File: src/core/port_ctrl_defs.vh
// register offsets, field positions and reset values of the port control bank
`ifndef PORT_CTRL_DEFS_VH
`define PORT_CTRL_DEFS_VH

`define PAIR0_MODE_ADDR 16'hff80
`define PAIR0_OUT_ADDR 16'hff81
`define PAIR1_MODE_ADDR 16'hff90
`define PAIR1_OUT_ADDR 16'hff91
`define PAIR2_MODE_ADDR 16'hffa0
`define PAIR2_OUT_ADDR 16'hffa1
`define PAIR3_MODE_ADDR 16'hffb0
`define PAIR3_OUT_ADDR 16'hffb1
`define KEY0_MASK_ADDR 16'hffeb
`define KEY1_MASK_ADDR 16'hffec
`define KEY0_FLAG_ADDR 16'hfffb
`define KEY1_FLAG_ADDR 16'hfffc

// register index to byte address
`define IDX_SHIFT 2

// mode register fields
`define MODE_EDGE_POL 0
`define MODE_NOISE_REJ 1
`define MODE_EVENT_CNT 2
`define MODE_CHAIN16 3
// output register fields
`define OUT_ENABLE 0
`define OUT_SRC_SEL 1
`define OUT_PWM_EVEN 2
`define OUT_PWM_ODD 3

`define REG_RESET 4'h0
`define NOISE_FILT_LEN 4'h4

`endif

File: src/core/edge_pulse_filter.v
// optional noise rejection and edge selection for one external count input
`timescale 1ns/1ps
`include "port_ctrl_defs.vh"

module edge_pulse_filter #(
	parameter FILT_LEN = 4
) (
	input wire pclk,
	input wire presetn,
	input wire pulse_in,
	input wire noise_reject,
	input wire falling_edge,
	output reg count_pulse
);
	reg [FILT_LEN-1:0] hist_q;
	reg level_q;
	reg filt_level;
	reg sel_level;

	// filtered level changes only after FILT_LEN matching samples
	always @* begin
		filt_level = level_q;
		if (&hist_q) begin
			filt_level = 1'b1;
		end else if (~|hist_q) begin
			filt_level = 1'b0;
		end
		sel_level = noise_reject ? filt_level : hist_q[0];
	end

	always @(posedge pclk or negedge presetn) begin
		if (!presetn) begin
			hist_q <= {FILT_LEN{1'b0}};
			level_q <= 1'b0;
			count_pulse <= 1'b0;
		end else begin
			hist_q <= {hist_q[FILT_LEN-2:0], pulse_in};
			level_q <= sel_level;
			// polarity 0 counts rising edges, 1 falling
			count_pulse <= falling_edge ? (level_q & ~sel_level) : (~level_q & sel_level);
		end
	end
endmodule

File: src/core/key_irq_bank.v
// sticky key interrupt flags with write-one-to-clear; mask_bits is not applied here
`timescale 1ns/1ps
`include "port_ctrl_defs.vh"

module key_irq_bank #(
	parameter N = 8
) (
	input wire pclk,
	input wire presetn,
	input wire [N-1:0] key_in,
	input wire [N-1:0] mask_bits,
	input wire [N-1:0] clear_bits,
	output reg [N-1:0] flags
);
	reg [N-1:0] key_prev_q;
	wire [N-1:0] key_event;

	// a rising key level is the interrupt condition
	assign key_event = key_in & ~key_prev_q;

	always @(posedge pclk or negedge presetn) begin
		if (!presetn) begin
			key_prev_q <= {N{1'b0}};
			flags <= {N{1'b0}};
		end else begin
			key_prev_q <= key_in;
			// set wins over a clear in the same cycle
			flags <= (flags & ~clear_bits) | key_event;
		end
	end
endmodule

File: src/core/port_timer_key_irq_ctrl.v
// timer pair configuration and key interrupt control bank behind APB
`timescale 1ns/1ps
`include "port_ctrl_defs.vh"

// Overview of operation
// - chain bit 1 joins a timer pair into 16 bits, else two 8-bit timers
// - counter-mode bit 1 makes the even timer count external pulses
// - select bit 1 applies noise rejection to the event input
// - polarity bit picks counting edge; 0 is the default (rising) edge
// - per-timer pwm select bit chooses pwm or normal output
// - source bit 1 drives pair pin from odd timer, 0 from even
// - output-control bit enables the pair's timer output pin
// - eight key interrupt mask bits, 1 enables, 0 masks
// - one sticky flag per key, reads 1 after the key event
// - writing 1 clears a flag; writing 0 leaves it
// - second group bit 3 maps to highest pin of second key port
// - reset clears every configuration, mask and flag bit
// - event mode claims a dedicated pin as external count clock
module port_timer_key_irq_ctrl #(
	parameter NPAIR = 4
) (
	input wire pclk,
	input wire presetn,
	input wire psel,
	input wire penable,
	input wire pwrite,
	input wire [17:0] paddr,
	input wire [31:0] pwdata,
	output reg [31:0] prdata,
	output reg pready,
	output reg pslverr,
	input wire [3:0] key_port0,
	input wire [3:0] key_port1,
	input wire [NPAIR-1:0] event_pin,
	input wire [2*NPAIR-1:0] timer_out,
	input wire [2*NPAIR-1:0] timer_pwm,
	output reg [NPAIR-1:0] chain_16bit,
	output reg [NPAIR-1:0] event_count_pulse,
	output reg [NPAIR-1:0] event_pin_claimed,
	output reg [NPAIR-1:0] timer_out_pin,
	output reg [NPAIR-1:0] timer_out_pin_oe,
	output reg key_irq
);
	// ***********************************************************
	// register decode
	// ***********************************************************
	localparam SEL_NONE = 4'h0;
	localparam SEL_MODE = 4'h1;
	localparam SEL_OUT = 4'h2;
	localparam SEL_KMASK = 4'h3;
	localparam SEL_KFLAG = 4'h4;

	reg [3:0] mode_q [0:NPAIR-1];
	reg [3:0] out_q [0:NPAIR-1];
	reg [3:0] key0_mask_q;
	reg [3:0] key1_mask_q;
	reg access_q;
	wire [7:0] key_flags;
	wire [7:0] key_clear;
	wire [NPAIR-1:0] filt_pulse;
	wire wr_en;
	wire rd_en;
	reg [3:0] sel_kind;
	reg [1:0] sel_idx;
	reg [3:0] rd_data;

	// printed offsets are not all word aligned: byte address is index times four
	function [3:0] decode_kind;
		input [17:0] addr;
		begin
			decode_kind = SEL_NONE;
			if (addr[1:0] == 2'b00) begin
				case (addr[17:`IDX_SHIFT])
				`PAIR0_MODE_ADDR, `PAIR1_MODE_ADDR, `PAIR2_MODE_ADDR, `PAIR3_MODE_ADDR:
					decode_kind = SEL_MODE;
				`PAIR0_OUT_ADDR, `PAIR1_OUT_ADDR, `PAIR2_OUT_ADDR, `PAIR3_OUT_ADDR:
					decode_kind = SEL_OUT;
				`KEY0_MASK_ADDR, `KEY1_MASK_ADDR:
					decode_kind = SEL_KMASK;
				`KEY0_FLAG_ADDR, `KEY1_FLAG_ADDR:
					decode_kind = SEL_KFLAG;
				default:
					decode_kind = SEL_NONE;
				endcase
			end
		end
	endfunction

	// pair index sits in address nibble of the index; key group flips index bits 2:0
	function [1:0] decode_idx;
		input [17:0] addr;
		reg [15:0] idx;
		begin
			idx = addr[17:`IDX_SHIFT];
			case (idx)
			`PAIR1_MODE_ADDR, `PAIR1_OUT_ADDR, `KEY1_MASK_ADDR, `KEY1_FLAG_ADDR:
				decode_idx = 2'h1;
			`PAIR2_MODE_ADDR, `PAIR2_OUT_ADDR:
				decode_idx = 2'h2;
			`PAIR3_MODE_ADDR, `PAIR3_OUT_ADDR:
				decode_idx = 2'h3;
			default:
				decode_idx = 2'h0;
			endcase
		end
	endfunction

	always @* begin
		sel_kind = decode_kind(paddr);
		sel_idx = decode_idx(paddr);
	end

	// one wait-free access phase: pready rises in the first access cycle
	assign wr_en = psel & penable & pwrite & ~access_q & (sel_kind != SEL_NONE);
	assign rd_en = psel & ~penable;

	// ***********************************************************
	// configuration registers
	// ***********************************************************
	genvar g;
	generate
		for (g = 0; g < NPAIR; g = g + 1) begin : pair
			always @(posedge pclk or negedge presetn) begin
				if (!presetn) begin
					mode_q[g] <= `REG_RESET;
					out_q[g] <= `REG_RESET;
				end else if (wr_en && sel_idx == g) begin
					if (sel_kind == SEL_MODE) begin
						mode_q[g] <= pwdata[3:0];
					end
					if (sel_kind == SEL_OUT) begin
						out_q[g] <= pwdata[3:0];
					end
				end
			end

			edge_pulse_filter #(
				.FILT_LEN(`NOISE_FILT_LEN)
			) u_filt (
				.pclk(pclk),
				.presetn(presetn),
				.pulse_in(event_pin[g]),
				.noise_reject(mode_q[g][`MODE_NOISE_REJ]),
				.falling_edge(mode_q[g][`MODE_EDGE_POL]),
				.count_pulse(filt_pulse[g])
			);
		end
	endgenerate

	always @(posedge pclk or negedge presetn) begin
		if (!presetn) begin
			key0_mask_q <= `REG_RESET;
			key1_mask_q <= `REG_RESET;
		end else if (wr_en && sel_kind == SEL_KMASK) begin
			if (sel_idx == 2'h0) begin
				key0_mask_q <= pwdata[3:0];
			end else begin
				key1_mask_q <= pwdata[3:0];
			end
		end
	end

	// ***********************************************************
	// key interrupt flags
	// ***********************************************************
	assign key_clear = (wr_en && sel_kind == SEL_KFLAG) ?
		(sel_idx == 2'h0 ? {4'h0, pwdata[3:0]} : {pwdata[3:0], 4'h0}) : 8'h00;

	key_irq_bank #(
		.N(8)
	) u_keys (
		.pclk(pclk),
		.presetn(presetn),
		.key_in({key_port1, key_port0}),
		.mask_bits({key1_mask_q, key0_mask_q}),
		.clear_bits(key_clear),
		.flags(key_flags)
	);

	// ***********************************************************
	// read path and bus answer
	// ***********************************************************
	always @* begin
		case (sel_kind)
		SEL_MODE:
			rd_data = mode_q[sel_idx];
		SEL_OUT:
			rd_data = out_q[sel_idx];
		SEL_KMASK:
			rd_data = (sel_idx == 2'h0) ? key0_mask_q : key1_mask_q;
		SEL_KFLAG:
			rd_data = (sel_idx == 2'h0) ? key_flags[3:0] : key_flags[7:4];
		default:
			rd_data = 4'h0;
		endcase
	end

	always @(posedge pclk or negedge presetn) begin
		if (!presetn) begin
			access_q <= 1'b0;
			pready <= 1'b0;
			pslverr <= 1'b0;
			prdata <= 32'h0000_0000;
		end else begin
			access_q <= psel & penable & ~access_q;
			pready <= psel & ~penable;
			// error stands only beside pready, never left over for the next cycle
			pslverr <= rd_en & (sel_kind == SEL_NONE);
			if (rd_en) begin
				prdata <= pwrite ? 32'h0000_0000 : {28'h0000000, rd_data};
			end
		end
	end

	// ***********************************************************
	// timer pin, mode and key interrupt outputs
	// ***********************************************************
	integer i;
	always @(posedge pclk or negedge presetn) begin
		if (!presetn) begin
			chain_16bit <= {NPAIR{1'b0}};
			event_count_pulse <= {NPAIR{1'b0}};
			event_pin_claimed <= {NPAIR{1'b0}};
			timer_out_pin <= {NPAIR{1'b0}};
			timer_out_pin_oe <= {NPAIR{1'b0}};
			key_irq <= 1'b0;
		end else begin
			for (i = 0; i < NPAIR; i = i + 1) begin
				chain_16bit[i] <= mode_q[i][`MODE_CHAIN16];
				// pulses reach the counter only in event mode
				event_count_pulse[i] <= filt_pulse[i] & mode_q[i][`MODE_EVENT_CNT];
				event_pin_claimed[i] <= mode_q[i][`MODE_EVENT_CNT];
				if (out_q[i][`OUT_SRC_SEL]) begin
					timer_out_pin[i] <= out_q[i][`OUT_PWM_ODD] ?
						timer_pwm[2*i+1] : timer_out[2*i+1];
				end else begin
					timer_out_pin[i] <= out_q[i][`OUT_PWM_EVEN] ?
						timer_pwm[2*i] : timer_out[2*i];
				end
				timer_out_pin_oe[i] <= out_q[i][`OUT_ENABLE];
			end
			key_irq <= |(key_flags & {key1_mask_q, key0_mask_q});
		end
	end
endmodule

File: config.mk
export PLATFORM = sky130hd
export DESIGN_NAME = port_timer_key_irq_ctrl
export DESIGN_NICKNAME = d
export VERILOG_FILES = /design/src/core/edge_pulse_filter.v /design/src/core/key_irq_bank.v /design/src/core/port_timer_key_irq_ctrl.v
export VERILOG_INCLUDE_DIRS = /design/src /design/src/core
export SDC_FILE = /design/constraint.sdc
export NUM_CORES = 1
export LEC_CHECK = 0
export BUFFER_PORTS_ARGS = -buffer_cell sky130_fd_sc_hd__buf_2
export CORE_UTILIZATION = 40
export DETAILED_ROUTE_END_ITERATION = 10
export PLACE_DENSITY = 0.74
export SLEW_MARGIN = 25
export SYNTH_ARGS = -nofsm -noshare
export SYNTH_HDL_FRONTEND = slang
export SYNTH_HIERARCHICAL = 1
export SYNTH_SLANG_ARGS = --single-unit
File: constraint.sdc
create_clock -name pclk -period 3.9 [get_ports pclk]
set_clock_uncertainty 0.2 [all_clocks]
set_input_delay 0.975 -clock pclk [delete_from_list [all_inputs] [get_ports pclk]]
set_output_delay 0.975 -clock pclk [all_outputs]
set_load 0.05 [all_outputs]
# --- Word level (Yosys, flattened, before mapping) ---
# Cells that the tools add are included.
word_totals:
  regBits: 136
  latchBits: 0
  ram_bits: 0
  mem_bits_ro: 0
  in_bits: 83
  out_inout_bits: 55
  elab_cells: 170
  memories: 0
classes:
  addsub: 0
  n_mul: 0
  div_mod_pow: 0
  n_lt_le_gt_ge: 1
  eq_ne: 19
  n_shift: 0
  muxes: 43
  bitwise: 37
  reduce_logical: 36
op_table:
  columns: ["op", "n"]
  rows:
  - ["16-bit equality test, second input constant", 12]
  - ["4-bit 2-to-1 mux", 8]
  - ["1-bit 2-to-1 mux", 28]
  - ["4-bit OR reduction", 7]
  - ["8-bit bitwise AND", 3]
  - ["2-bit AND reduction", 10]
  - ["1-bit bitwise AND", 19]
  - ["4-bit binary-select mux with 2-bit select", 2]
  - ["8-bit 2-to-1 mux", 2]
  - ["8-bit inverter", 2]
  - ["4-bit one-hot mux with 4 select lines", 1]
  - ["4-bit AND reduction", 4]
  - ["3-bit one-hot mux with 4 select lines", 1]
  - ["1-bit inverter", 11]
  - ["4-bit by 2-bit equality test with 1-bit output, second input constant", 2]
  - ["8-bit OR", 1]
  - ["2-bit OR reduction", 4]
  - ["8-bit OR reduction", 1]
  - ["1-bit logical AND", 6]
  - ["2-bit one-hot mux with 3 select lines", 1]
  - ["2-bit equality test, second input constant", 2]
  - ["4-bit by 1-bit equality test with 1-bit output, second input constant", 1]
  - ["4-bit by 3-bit equality test with 1-bit output, second input constant", 1]
  - ["2-bit zero test", 2]
  - ["other kinds (5)", 5]

# --- Logic depth before layout (Yosys ltp) ---
# Gate-level depths: netlist (run 1).
depth:
  depth_word: 11
  ltp_mapped: 9

# --- Modules after synthesis ---
# Netlist (run 1), hierarchy kept.
by_module_without_submodules:
  columns: ["module", "n_inst", "cells_per_inst", "area_per_inst_um2", "seq_area_each_um2"]
  rows:
  - ["port_timer_key_irq_ctrl", 1, 266, 3388.2, 1701.6]
  - ["edge_pulse_filter", 4, 14, 216.5, 150.1]
  - ["key_irq_bank", 1, 40, 560.5, 400.4]

# --- Worst setup path after synthesis (run 1) ---
# No wires, ideal clock.
synth_path:
  path_kind: "input to register"
  startpoint: "input paddr[5]"
  endpoint: "register prdata[0]"
  setup_ps: 126
  t_arrival_ps: 2771
  slack_ps: 803
  cell_stages: 7
  path_buffers: 1
  path_cell_list: "or3_4 -> nor2_4 -> and3_1 -> buf_4 -> mux4_2 -> a22o_1 -> a221o_1"
synth_via:
  elab_chain_len: 9
  elab_cells_between_ends: 38
  classes_between: "eq/ne (16); mux (13); bitwise (1); reduce/logical (8)"
synth_lines:
  columns: ["item", "line_no", "source"]
  rows:
  - ["start: declaration", "port_timer_key_irq_ctrl.v:27", "input wire [17:0] paddr,"]
  - ["16-bit equality test", "port_timer_key_irq_ctrl.v:73, port_timer_key_irq_ctrl.v:95", null]
  - ["4-bit OR reduction / 2-bit OR reduction (equally long branches)", "port_timer_key_irq_ctrl.v:95", "case (idx)"]
  - ["2-bit one-hot mux with 3 select lines", "port_timer_key_irq_ctrl.v:95", null]
  - ["2-bit inverter with 3-bit output (not written as such)", "port_timer_key_irq_ctrl.v:186, port_timer_key_irq_ctrl.v:188", null]
  - ["4-bit binary-select mux with 2-bit select, on equally long branches", "port_timer_key_irq_ctrl.v:188, port_timer_key_irq_ctrl.v:186", null]
  - ["4-bit 2-to-1 mux, on equally long branches (2 in series)", "port_timer_key_irq_ctrl.v:188, port_timer_key_irq_ctrl.v:186", null]
  - ["4-bit one-hot mux with 4 select lines (*)", "port_timer_key_irq_ctrl.v:184", "case (sel_kind)"]
  - ["4-bit 2-to-1 mux (*)", "port_timer_key_irq_ctrl.v:210", "prdata <= pwrite ? 32'h0000_0000 : {28'h0000000, rd_data};"]
  - ["end signal: assignment", "port_timer_key_irq_ctrl.v:210", null]
  - ["end: declaration", "port_timer_key_irq_ctrl.v:29", "output reg [31:0] prdata,"]
# Every way passes the cells marked *; elsewhere a longest branch is shown, timed or not. The select of a mux whose other input is x is not followed.
# A chain may end at the register's enable or synchronous reset.

# --- Worst setup path after layout (run 1) ---
# Ends and elaborated chain as after synthesis.

==> results.md, run 1 <==
* Power Density at 396 nW/um^2
* FF+latch count, synth at 108
* Synth-to-layout area growth at 16.0%
* Final TNS setup at 0 ns
* Largest net degree at the start of global routing at 62
* Setup CP Type: in -> reg
* Drt total wl at 9390 um
* Final Critical Period at 3.15 ns
* CTS tree: built
* Reg2Reg Setup Slack at 1.75 ns
* Sink Count at 108
* Via density at 5.20
* Compound-Gate Fraction of Synth Area at 8.37%
* Die X at 112 um
* Cells after Synth at 362
* Initial Utilization at 41.6%
* Antenna Cells at 0
* Fmax at 0.318 GHz
* First-pass GRT wire length at 15400 um
* Top-count cell post-synth: dfrtp_1
* Worst hold start: out_q[0]
* Grt total ovfl at 0
* Largest family of logic cells by synthesized area: multiplexers
* Fraction of layout cells with a size suffix above 1 at 40.5%
* Commonest cells post-synth: 108 x dfrtp_1, 40 x mux2_2, 30 x buf_4, 21 x inv_1, 20 x mux2i_1
* Die area at 12500 sq um
* Area share of the largest cell type after synthesis at 56.1%
* Final setup viols at 0
* Multi-input logic area at 1880 sq um
* Failing checks: DRC
* Post-CTS setup buffer count at 0
* FF-to-FF Start: access_q
* Layout fillers at 998
* Design area at 5580 sq um
* CTS root buf: clkbuf_16
* Slew HR at 48.1%
* Final Max Tran Viols at 0
* GP Congestion at 0.813
* Reg clk slew, reported paths at 0.07 ns
* Fraction of registers with async set/reset at 100%
* Syn avg cell area at 13.3 sq um
* Synth top area cells: dfrtp_1 56%, mux2_2 9.4%, buf_4 4.7%
* Synth Flop Type: dfrtp_1
* WL/cell at 15.8 um
* Num ports at 138
* Synth Cell Area at 4810 sq um
* Die Y at 112 um
* Worst EP arrival at 3.17 ns
* Final Hold Violating Endpoints at 0
* First drt pass iteration count at 10
* Synth Area in XOR/XNOR at 0%
* Critical path required time at 3.92 ns
* Post-synth EDFFs at 0
* Worst Hold Path EP: timer_out_pin_oe[3]
* Endpoint class of the critical path: register
* Initial antenna violation count at 0
* Max capacitance violation total at 0
* RSZ-0062 raised after global routing: false
* Worst skew pair latency at 0.33 ns
* Final std cells w/o fill at 595
* CP Max Fanout at 14
* Status: complete, but fails checks
* Cell taking the most area after synthesis: dfrtp_1
* Htree depth at 3
* Initial DRC Count at 133
* Port bufs at 81
* Worst VDD drop at 0.187 mV
* Hold Path Class: reg -> reg
* DP Cell Count at 580
* Adder and majority gate portion of the synthesized area at 0%
* Number of global-route vias before repair at 3147
* Sequential fraction of the synthesis area at 56.1%
* DRC errors left at 13
* Resize count post-CTS at 0
* Synth Area in Simple Gates at 12.2%
* Final HPWL from detailed placement at 6910 um
* Yosys cell types at 46
* Buffer depth of the longest clock path at 2
* Reg2reg path depth at 5
* CTS buffer count at 9
* Hold-critical path depth at 0
* Startpoint types: input port
* Via Count at 3095
* Ys Warns at 6
* Static leakage at 2.76 nW
* Storage cell area at 2700 sq um
* Fin nets at 531
* Period utilization at 80.7%
* Detail Route Antenna Nets at 0
* DP Area at 5290 sq um
* FP Rows at 39
* Pwr Total at 0.00221 W
* Placeable Area at 11600 sq um
* Mux cell area share after synthesis at 16.3%
* Slew @ Worst Pin at 0.778 ns
* CTS Hold Bufs at 0
* Worst R2R End: mode_q[14]
* Global router's overall resource usage at 15.8%
area by class of cell:
class | count | share of cell area [%]
sequential | 108 | 48.4
multi-input combinational | 223 | 33.7
timing repair buffer | 85 | 8.07
clock buffer | 11 | 4.35
tap | 143 | 3.20
inverter | 21 | 1.41
clock inverter | 4 | 0.896
critical path, stage by stage:
cell and delay [ns]:
buf_2 0.11, or3_4 0.40, nor2_4 0.14, and3_1 0.20, buf_4 0.27, mux4_2 0.56
a22o_1 0.25, a221o_1 0.25
per-layer routing:
metal / up-vias / part of all wire (%) / track usage (%)
met5: - / 0 / 0
met4: 0 / 1.4 / 6.67
met3: 12 / 4.8 / 3.27
met2: 106 / 49 / 25.8
met1: 1569 / 45 / 20.4
li1: 1408 / - / -
cells by family (layout without fill, tap and decap cells):
kind of cell,count (synthesis),in the layout
AND/OR/NAND/NOR,83,83
buffers and inverters,58,121
AO/OA/AOI/OAI,46,46
other,1,28
flip-flops,108,108
multiplexers,66,66
how the worst max path moves through the flow:
stage / start / end / cells past startpoint
2_1_floorplan: paddr[5] / prdata[0] / 7
3_3_place_gp: paddr[5] / prdata[2] / 8
3_5_place_dp: paddr[5] / prdata[2] / 8
4_1_cts: paddr[5] / prdata[0] / 8
5_1_grt: paddr[5] / prdata[0] / 8
6_report: paddr[5] / prdata[0] / 8
stage by stage:
| stage | setup slack (ns) | hold WS (ns) | util (%) |
|---|---|---|---|
| 3_3_place_gp | 0.456 | 0.183 | 45.8 |
| 3_5_place_dp | 0.412 | 0.189 | 45.8 |
| 6_report | 0.751 | 0.205 | 48.3 |
| 4_1_cts | 0.766 | 0.200 | 48.3 |
| 5_1_grt | 0.668 | 0.224 | 48.3 |
| 2_1_floorplan | 0.803 | 0.164 | - |
flip-flops by register name (all words and copies together) (netlist names), 8 cells and up:
signal,flops
mode_q,16
out_q,16
pair.u_filt/hist_q,16
u_keys/flags,8
u_keys/key_prev_q,8
report_power, final:
| group | internal (W) | switching (W) |
|---|---|---|
| clock network | 0.000511 | 0.000383 |
| registers | 0.00114 | 0.0000147 |
| logic | 0.0000393 | 0.000125 |
placed cells by master (no fill, tap or decap), types with 4 or more instances in the layout:
master and count:
mux2i_1 20, o22ai_1 5, or3_4 4, or2_2 4
o22ai_2 8, and2_1 13, nand4_1 5, nor2_1 12
a21oi_1 8, a211oi_1 4, buf_2 80, buf_4 4
dfrtp_1 108, nor4_2 4, mux4_2 6, inv_1 21
nor3_2 4, a22oi_1 5, a311oi_2 4, nand2_1 9
nor2b_1 4, clkbuf_16 9, conb_1 28, mux2_2 40
(Power assumes the default switching activity.)
==> inputs of run 2 (changes only) <==
--- a/config.mk
+++ b/config.mk
@@ -6,10 +6,11 @@
 export SDC_FILE = /design/constraint.sdc
 export NUM_CORES = 1
 export LEC_CHECK = 0
+export ABC_AREA = 1
 export BUFFER_PORTS_ARGS = -buffer_cell sky130_fd_sc_hd__buf_2
 export CORE_UTILIZATION = 40
 export DETAILED_ROUTE_END_ITERATION = 10
-export PLACE_DENSITY = 0.74
+export PLACE_DENSITY = 0.73
 export SLEW_MARGIN = 25
 export SYNTH_ARGS = -nofsm -noshare
 export SYNTH_HDL_FRONTEND = slang
==> constraint.sdc (replaced) <==
create_clock -name pclk -period 3 [get_ports pclk]
set_clock_uncertainty 0.2 [all_clocks]
set_input_delay 0.75 -clock pclk [delete_from_list [all_inputs] [get_ports pclk]]
set_output_delay 0.75 -clock pclk [all_outputs]
set_load 0.05 [all_outputs]
==> results.md, run 2 <==
* Fraction of layout cells with a size suffix above 1 at 20.7% (-20 points)
* Cells after Synth at 650 (+80%)
* Critical path required time at 3.04 ns (-0.88 ns)
* WL/cell at 12.3 um (-22%)
* Cell taking the most area after synthesis: dfrtp_1
* Final std cells w/o fill at 910 (+53%)
* Sequential power share at 51.7% (-0.5 points)
* Final Hold Violating Endpoints at 0 (unchanged)
* CP Max Fanout at 15 (+1)
* Layout fillers at 1273 (+28%)
* CP max-delay cell: buf_4
* Power share of the clock group at 40.2% (-0.2 points)
* Endpoint class of the critical path: register
* Fraction of registers with async set/reset at 100% (unchanged)
* Reg clk slew, reported paths at 0.07 ns (about the same)
* Startpoint types: input port
* Sink Count at 108 (unchanged)
* Initial antenna violation count at 0 (unchanged)
* Place WS at 0.318 ns (-0.0939 ns)
* Delay-heaviest family, CP: simple AND/OR/NAND/NOR gates
* Synth top area cells: dfrtp_1 51%, nand2_1 17%, inv_1 4.6%
* Final setup viols at 0 (unchanged)
* Top cell by count, worst path: nand2_1
* Commonest cells post-synth: 241 x nand2_1, 108 x dfrtp_1, 65 x inv_1, 39 x nand3_1, 37 x nor2_1
* Placeable Area at 12800 sq um (+11%)
* Hold Path Class: in -> async
* CTS Hold Bufs at 0 (unchanged)
* Area share of the largest cell type after synthesis at 50.5% (-5.6 points)
* Synth-to-layout area growth at 14.7%
* Detail Route Antenna Nets at 0 (unchanged)
* Period utilization at 78.3%
* Buffer depth of the longest clock path at 2 (unchanged)
* Setup CP Type: in -> reg
* Final Critical Period at 2.35 ns
* Ys Warns at 6 (unchanged)
* First-pass GRT wire length at 19400 um (+26%)
* Post-CTS setup buffer count at 0 (unchanged)
* Max capacitance violation total at 0 (unchanged)
* Syn avg cell area at 8.23 sq um (-38%)
* Final TNS setup at 0 ns (unchanged)
* Commonest cells after routing, fill and taps aside: 241 x nand2_1, 108 x dfrtp_1, 80 x buf_2
* Antenna Cells at 0 (unchanged)
* Fin nets at 817 (+54%)
* Die Y at 118 um (+5.3%)
* Die area at 13800 sq um (+11%)
* Crit-path cells: buf_2, nor2_2, nand3_2, a21oi_4, nand2_4, buf_4, nand3_1, nand2_1, o21ai_1, nand3_1, nand2_1, nand2_1
* Design area at 6140 sq um (+9.9%)
* Net Sw Frac at 24.5% (+0.92 points)
* CTS buffer count at 9 (unchanged)
* Global router's overall resource usage at 17.6% (+1.8 points)
* CTS root buf: clkbuf_16
* Final WS setup at 0.652 ns (-0.0989 ns)
* Final Max Tran Viols at 0 (unchanged)
* Port bufs at 81 (unchanged)
* FP Rows at 41 (+5.1%)
* Post-synth EDFFs at 0 (unchanged)
* Via density at 4.58 (-12%)
* FF+latch count, synth at 108 (unchanged)
* Largest net degree at the start of global routing at 41 (-34%)
* Number of global-route vias before repair at 4127 (+31%)
* DP Area at 5850 sq um (+10%)
* Final HPWL from detailed placement at 8290 um (+20%)
* GP Congestion at 0.881 (+8.3%)
* Grt total ovfl at 0 (unchanged)
* Commonest non-fill, non-tap cell in the layout: nand2_1
* Initial Utilization at 41.7% (+0.086 points)
* CP max stage delay at 0.23 ns (-0.33 ns)
* Biggest regs: mode_q x16, out_q x16, pair.u_filt/hist_q x16
* Drt total wl at 11200 um (+19%)
* Initial DRC Count at 232 (+74%)
* Htree depth at 3 (unchanged)
* Worst skew pair latency at 0.35 ns (+0.02 ns)
* Worst EP arrival at 2.39 ns (-0.78 ns)
* Static leakage at 3.43 nW (+24%)
* Sequential fraction of the synthesis area at 50.5% (-5.6 points)
* Fmax at 0.426 GHz
* Worst VDD drop at 0.254 mV (+36%)
* Comb pwr share at 8.1% (+0.7 points)
* Int Pwr at 0.00218 W (+29%)
* RSZ-0062 raised after global routing: false
* CTS tree: built
* DRC errors left at 0 (-13)
* Top-count cell post-synth: nand2_1
* Num ports at 138 (unchanged)
* Yosys cell types at 33 (-28%)
* First drt pass iteration count at 5 (-5)
* Synth Flop Type: dfrtp_1
* DP Cell Count at 895 (+54%)
* Die X at 118 um (+5.3%)
* Synth Cell Area at 5350 sq um (+11%)
* Critical path buffers and inverters at 2 (unchanged)
* Power Density at 472 nW/um^2 (+19%)
* Via Count at 4168 (+35%)
* Status: finished, final reports clean
* Switching power total at 0.000709 W (+36%)
* Resize count post-CTS at 0 (unchanged)
## run 2: stage by stage
step | power (W) | util, % | hold WS [ns]
2_1_floorplan | 0.00169 | - | 0.171
3_3_place_gp | 0.00176 | 45.6 | 0.178
3_5_place_dp | 0.00176 | 45.6 | 0.186
4_1_cts | 0.00294 | 47.8 | 0.166
5_1_grt | 0.00301 | 47.8 | 0.192
6_report | 0.00289 | 47.8 | 0.158
## run 2: layout make-up
class                           count  area (sq um)  share of cell area [%]
Multi-Input combinational cell    447          2140                    34.8
Timing Repair Buffer               88           485                    7.91
Sequential cell                   108          2700                    44.0
Tap cell                          172           215                    3.51
Clock buffer                       10           229                    3.73
Inverter                           80           307                    5.00
Clock inverter                      5          60.1                   0.979
## run 2: cells by family (layout without fill, tap and decap cells)
logic type / after synthesis / count (layout) / synth area share (%)
AO/OA/AOI/OAI: 32 / 32 / 3.51
multiplexers: 3 / 3 / 0.561
other: 1 / 28 / 0.0701
AND/OR/NAND/NOR: 384 / 384 / 33.9
buffers and inverters: 122 / 183 / 11.4
flip-flops: 108 / 108 / 50.5
## run 2: power groups by stage
stage | logic (W) | clock network (W) | registers, W
after global placement | 0.000236 | 0 | 0.00152
after floorplan | 0.000157 | 0 | 0.00154
final | 0.000235 | 0.00116 | 0.00150
after CTS | 0.000238 | 0.00120 | 0.00150
after global routing | 0.000259 | 0.00125 | 0.00150
after detailed placement | 0.000238 | 0 | 0.00152
## run 2: path summary, 6_finish.rpt
path                            cells after the start                       end  slack, ns                     start
worst max-delay path                               12                 prdata[0]       0.65                  paddr[3]
worst min-delay path                                1                 mode_q[8]       0.16                   presetn
worst max register to register                      6                 out_q[13]       1.19                  access_q
worst min register to register                      0  pair[2].u_filt/hist_q[3]       0.20  pair[2].u_filt/hist_q[2]
max in group asynchronous                           2            key0_mask_q[0]       1.87                   presetn
min in group pclk                                   0  pair[2].u_filt/hist_q[3]       0.20  pair[2].u_filt/hist_q[2]
## run 2: per-layer routing
layer  track usage, %  up-vias  wire, um
met2             29.5       98      5560
met1             21.8     1904      4850
met3             3.68       27       474
li1                 -     2139         -
met4             7.61        0       301
met5                0        -         0
==> inputs of run 3 (changes only) <==
--- a/config.mk
+++ b/config.mk
@@ -10,7 +10,7 @@
 export BUFFER_PORTS_ARGS = -buffer_cell sky130_fd_sc_hd__buf_2
 export CORE_UTILIZATION = 40
 export DETAILED_ROUTE_END_ITERATION = 10
-export PLACE_DENSITY = 0.73
+export PLACE_DENSITY = 0.76
 export SLEW_MARGIN = 25
 export SYNTH_ARGS = -nofsm -noshare
 export SYNTH_HDL_FRONTEND = slang
==> constraint.sdc (replaced) <==
create_clock -name pclk -period 2 [get_ports pclk]
set_clock_uncertainty 0.2 [all_clocks]
set_input_delay 0.5 -clock pclk [delete_from_list [all_inputs] [get_ports pclk]]
set_output_delay 0.5 -clock pclk [all_outputs]
set_load 0.05 [all_outputs]
==> results.md, run 3 (synthesized netlist as in run 2, its figures left out) <==
* WL/cell at 12.6 um (+2.1%)
* Htree depth at 3 (unchanged)
* Num ports at 138 (unchanged)
* Fmax at 0.523 GHz
* Status: finished, final reports clean
* Grt total ovfl at 0 (unchanged)
* First drt pass iteration count at 4 (-1)
* Power Density at 672 nW/um^2 (+42%)
* DP Area at 6050 sq um (+3.6%)
* Static leakage at 3.60 nW (+5.1%)
* Period utilization at 95.6%
* Design area at 6470 sq um (+5.4%)
* Via Count at 4272 (+2.5%)
* Max capacitance violation total at 0 (unchanged)
* Commonest non-fill, non-tap cell in the layout: nand2_1
* Biggest regs: mode_q x16, out_q x16, pair.u_filt/hist_q x16
* CTS root buf: clkbuf_16
* Worst EP arrival at 1.96 ns (-0.43 ns)
* Fraction of layout cells with a size suffix above 1 at 25.2% (+4.4 points)
* Die area at 13800 sq um (unchanged)
* Initial DRC Count at 233 (+0.43%)
* Hold Path Class: in -> reg
* CP Max Fanout at 7 (-8)
* Place WS at -0.286 ns (-0.605 ns)
* Detail Route Antenna Nets at 0 (unchanged)
* CTS tree: built
* Global router's overall resource usage at 17.6% (about the same)
* GP Congestion at 0.879 (-0.20%)
* Final Hold Violating Endpoints at 0 (unchanged)
* Final Max Tran Viols at 0 (unchanged)
* Synth-to-layout area growth at 20.9%
* Number of global-route vias before repair at 4077 (-1.2%)
* Port bufs at 81 (unchanged)
* Initial Utilization at 41.7% (unchanged)
* Setup CP Type: in -> reg
* Buffer depth of the longest clock path at 2 (unchanged)
* Final TNS setup at 0 ns (unchanged)
* FP Rows at 41 (unchanged)
* CTS buffer count at 9 (unchanged)
* Commonest cells after routing, fill and taps aside: 237 x nand2_1, 108 x dfrtp_1, 80 x buf_2
* Worst skew pair latency at 0.35 ns (about the same)
* Worst VDD drop at 0.791 mV (+210%)
* Fin nets at 842 (+3.1%)
* Die X at 118 um (unchanged)
* Final WS setup at 0.0878 ns (-0.564 ns)
* DRC errors left at 0 (unchanged)
* Initial antenna violation count at 0 (unchanged)
* Critical path required time at 2.05 ns (-0.99 ns)
* Sink Count at 108 (unchanged)
* Die Y at 118 um (unchanged)
* Antenna Cells at 0 (unchanged)
* Final HPWL from detailed placement at 8620 um (+4.0%)
* Largest net degree at the start of global routing at 46 (+12%)
* First-pass GRT wire length at 19200 um (-1.3%)
* Final Critical Period at 1.91 ns
* Endpoint class of the critical path: register
* Placeable Area at 12800 sq um (unchanged)
* RSZ-0062 raised after global routing: true
* Drt total wl at 11700 um (+4.9%)
* Startpoint types: input port
* Final setup viols at 0 (unchanged)
* Via density at 4.57 (-0.25%)
* Reg clk slew, reported paths at 0.07 ns (about the same)
[run 3: cell types whose count changed in the layout (fill, tap and decap cells not counted), sizes merged]
cell,delta
clkinv,-1
buf,+23
inv,+2
dlygate4sd3,+1
[run 3: worst paths after layout]
| path | depth (start not counted) | from | to | slack, ns |
|---|---|---|---|---|
| max reg2reg | 9 | access_q | u_keys/flags[3] | 0.29 |
| max | 15 | paddr[2] | prdata[0] | 0.09 |
| max in group asynchronous | 3 | presetn | key0_mask_q[2] | 0.78 |
| min in group asynchronous | 2 | presetn | event_pin_claimed[1] | 0.33 |
| min reg2reg | 0 | pair[3].u_filt/hist_q[1] | pair[3].u_filt/hist_q[2] | 0.20 |
| min | 1 | event_pin[1] | pair[1].u_filt/hist_q[0] | 0.06 |
[run 3: power by group]
group          switching, W  internal, W  total [W]
clock network      0.000762     0.000971    0.00173
logic              0.000278    0.0000893   0.000368
registers         0.0000203      0.00222    0.00224
[run 3: final cells by class]
type	count	area (sq um)
repair inverters	1	8.76
fillers	1237	6360
clock inverters	5	60.1
multi-input cells	447	2210
flip-flops and latches	108	2700
well taps	172	215
clock buffers	10	229
repair buffers	112	729
inverters	80	315
[run 3: through the flow]
stage / utilization, % / power [W] / hold WS [ns] / cells
finish: 50.4 / 0.00434 / 0.0567 / 935
global placement: 47.2 / 0.00265 / 0.160 / 912
floorplan: - / 0.00254 / 0.00441 / 677
detailed placement: 47.2 / 0.00265 / 0.160 / 912
CTS: 49.5 / 0.00440 / 0.0518 / 928
global route: 50.4 / 0.00453 / 0.0450 / 935
[run 3: routing by layer]
layer | vias to the layer above | track usage (%) | wire length, um
li1 | 2196 | - | -
met1 | 1974 | 21.5 | 5060
met2 | 96 | 30.4 | 6100
met3 | 6 | 3.92 | 493
met4 | 0 | 6.01 | 86
met5 | - | 0 | 0
[run 3: timing repair]
action	CTS	global route
hold buffers	1	0
hold endpoints to repair	10	0
setup buffers	0	6
resized for setup	0	14
endpoints found under the setup margin	0	37
[run 3: critical path, stage by stage]
cell	delay, ns
buf_2	0.13
inv_1	0.06
nor2_2	0.13
nand3_2	0.11
a21oi_4	0.21
nand2_4	0.11
buf_4	0.18
nand3_1	0.09
nand2_1	0.06
nand2_1	0.05
nand2_1	0.06
inv_1	0.05
nand3_1	0.09
nand2_1	0.08
nand2_1	0.04
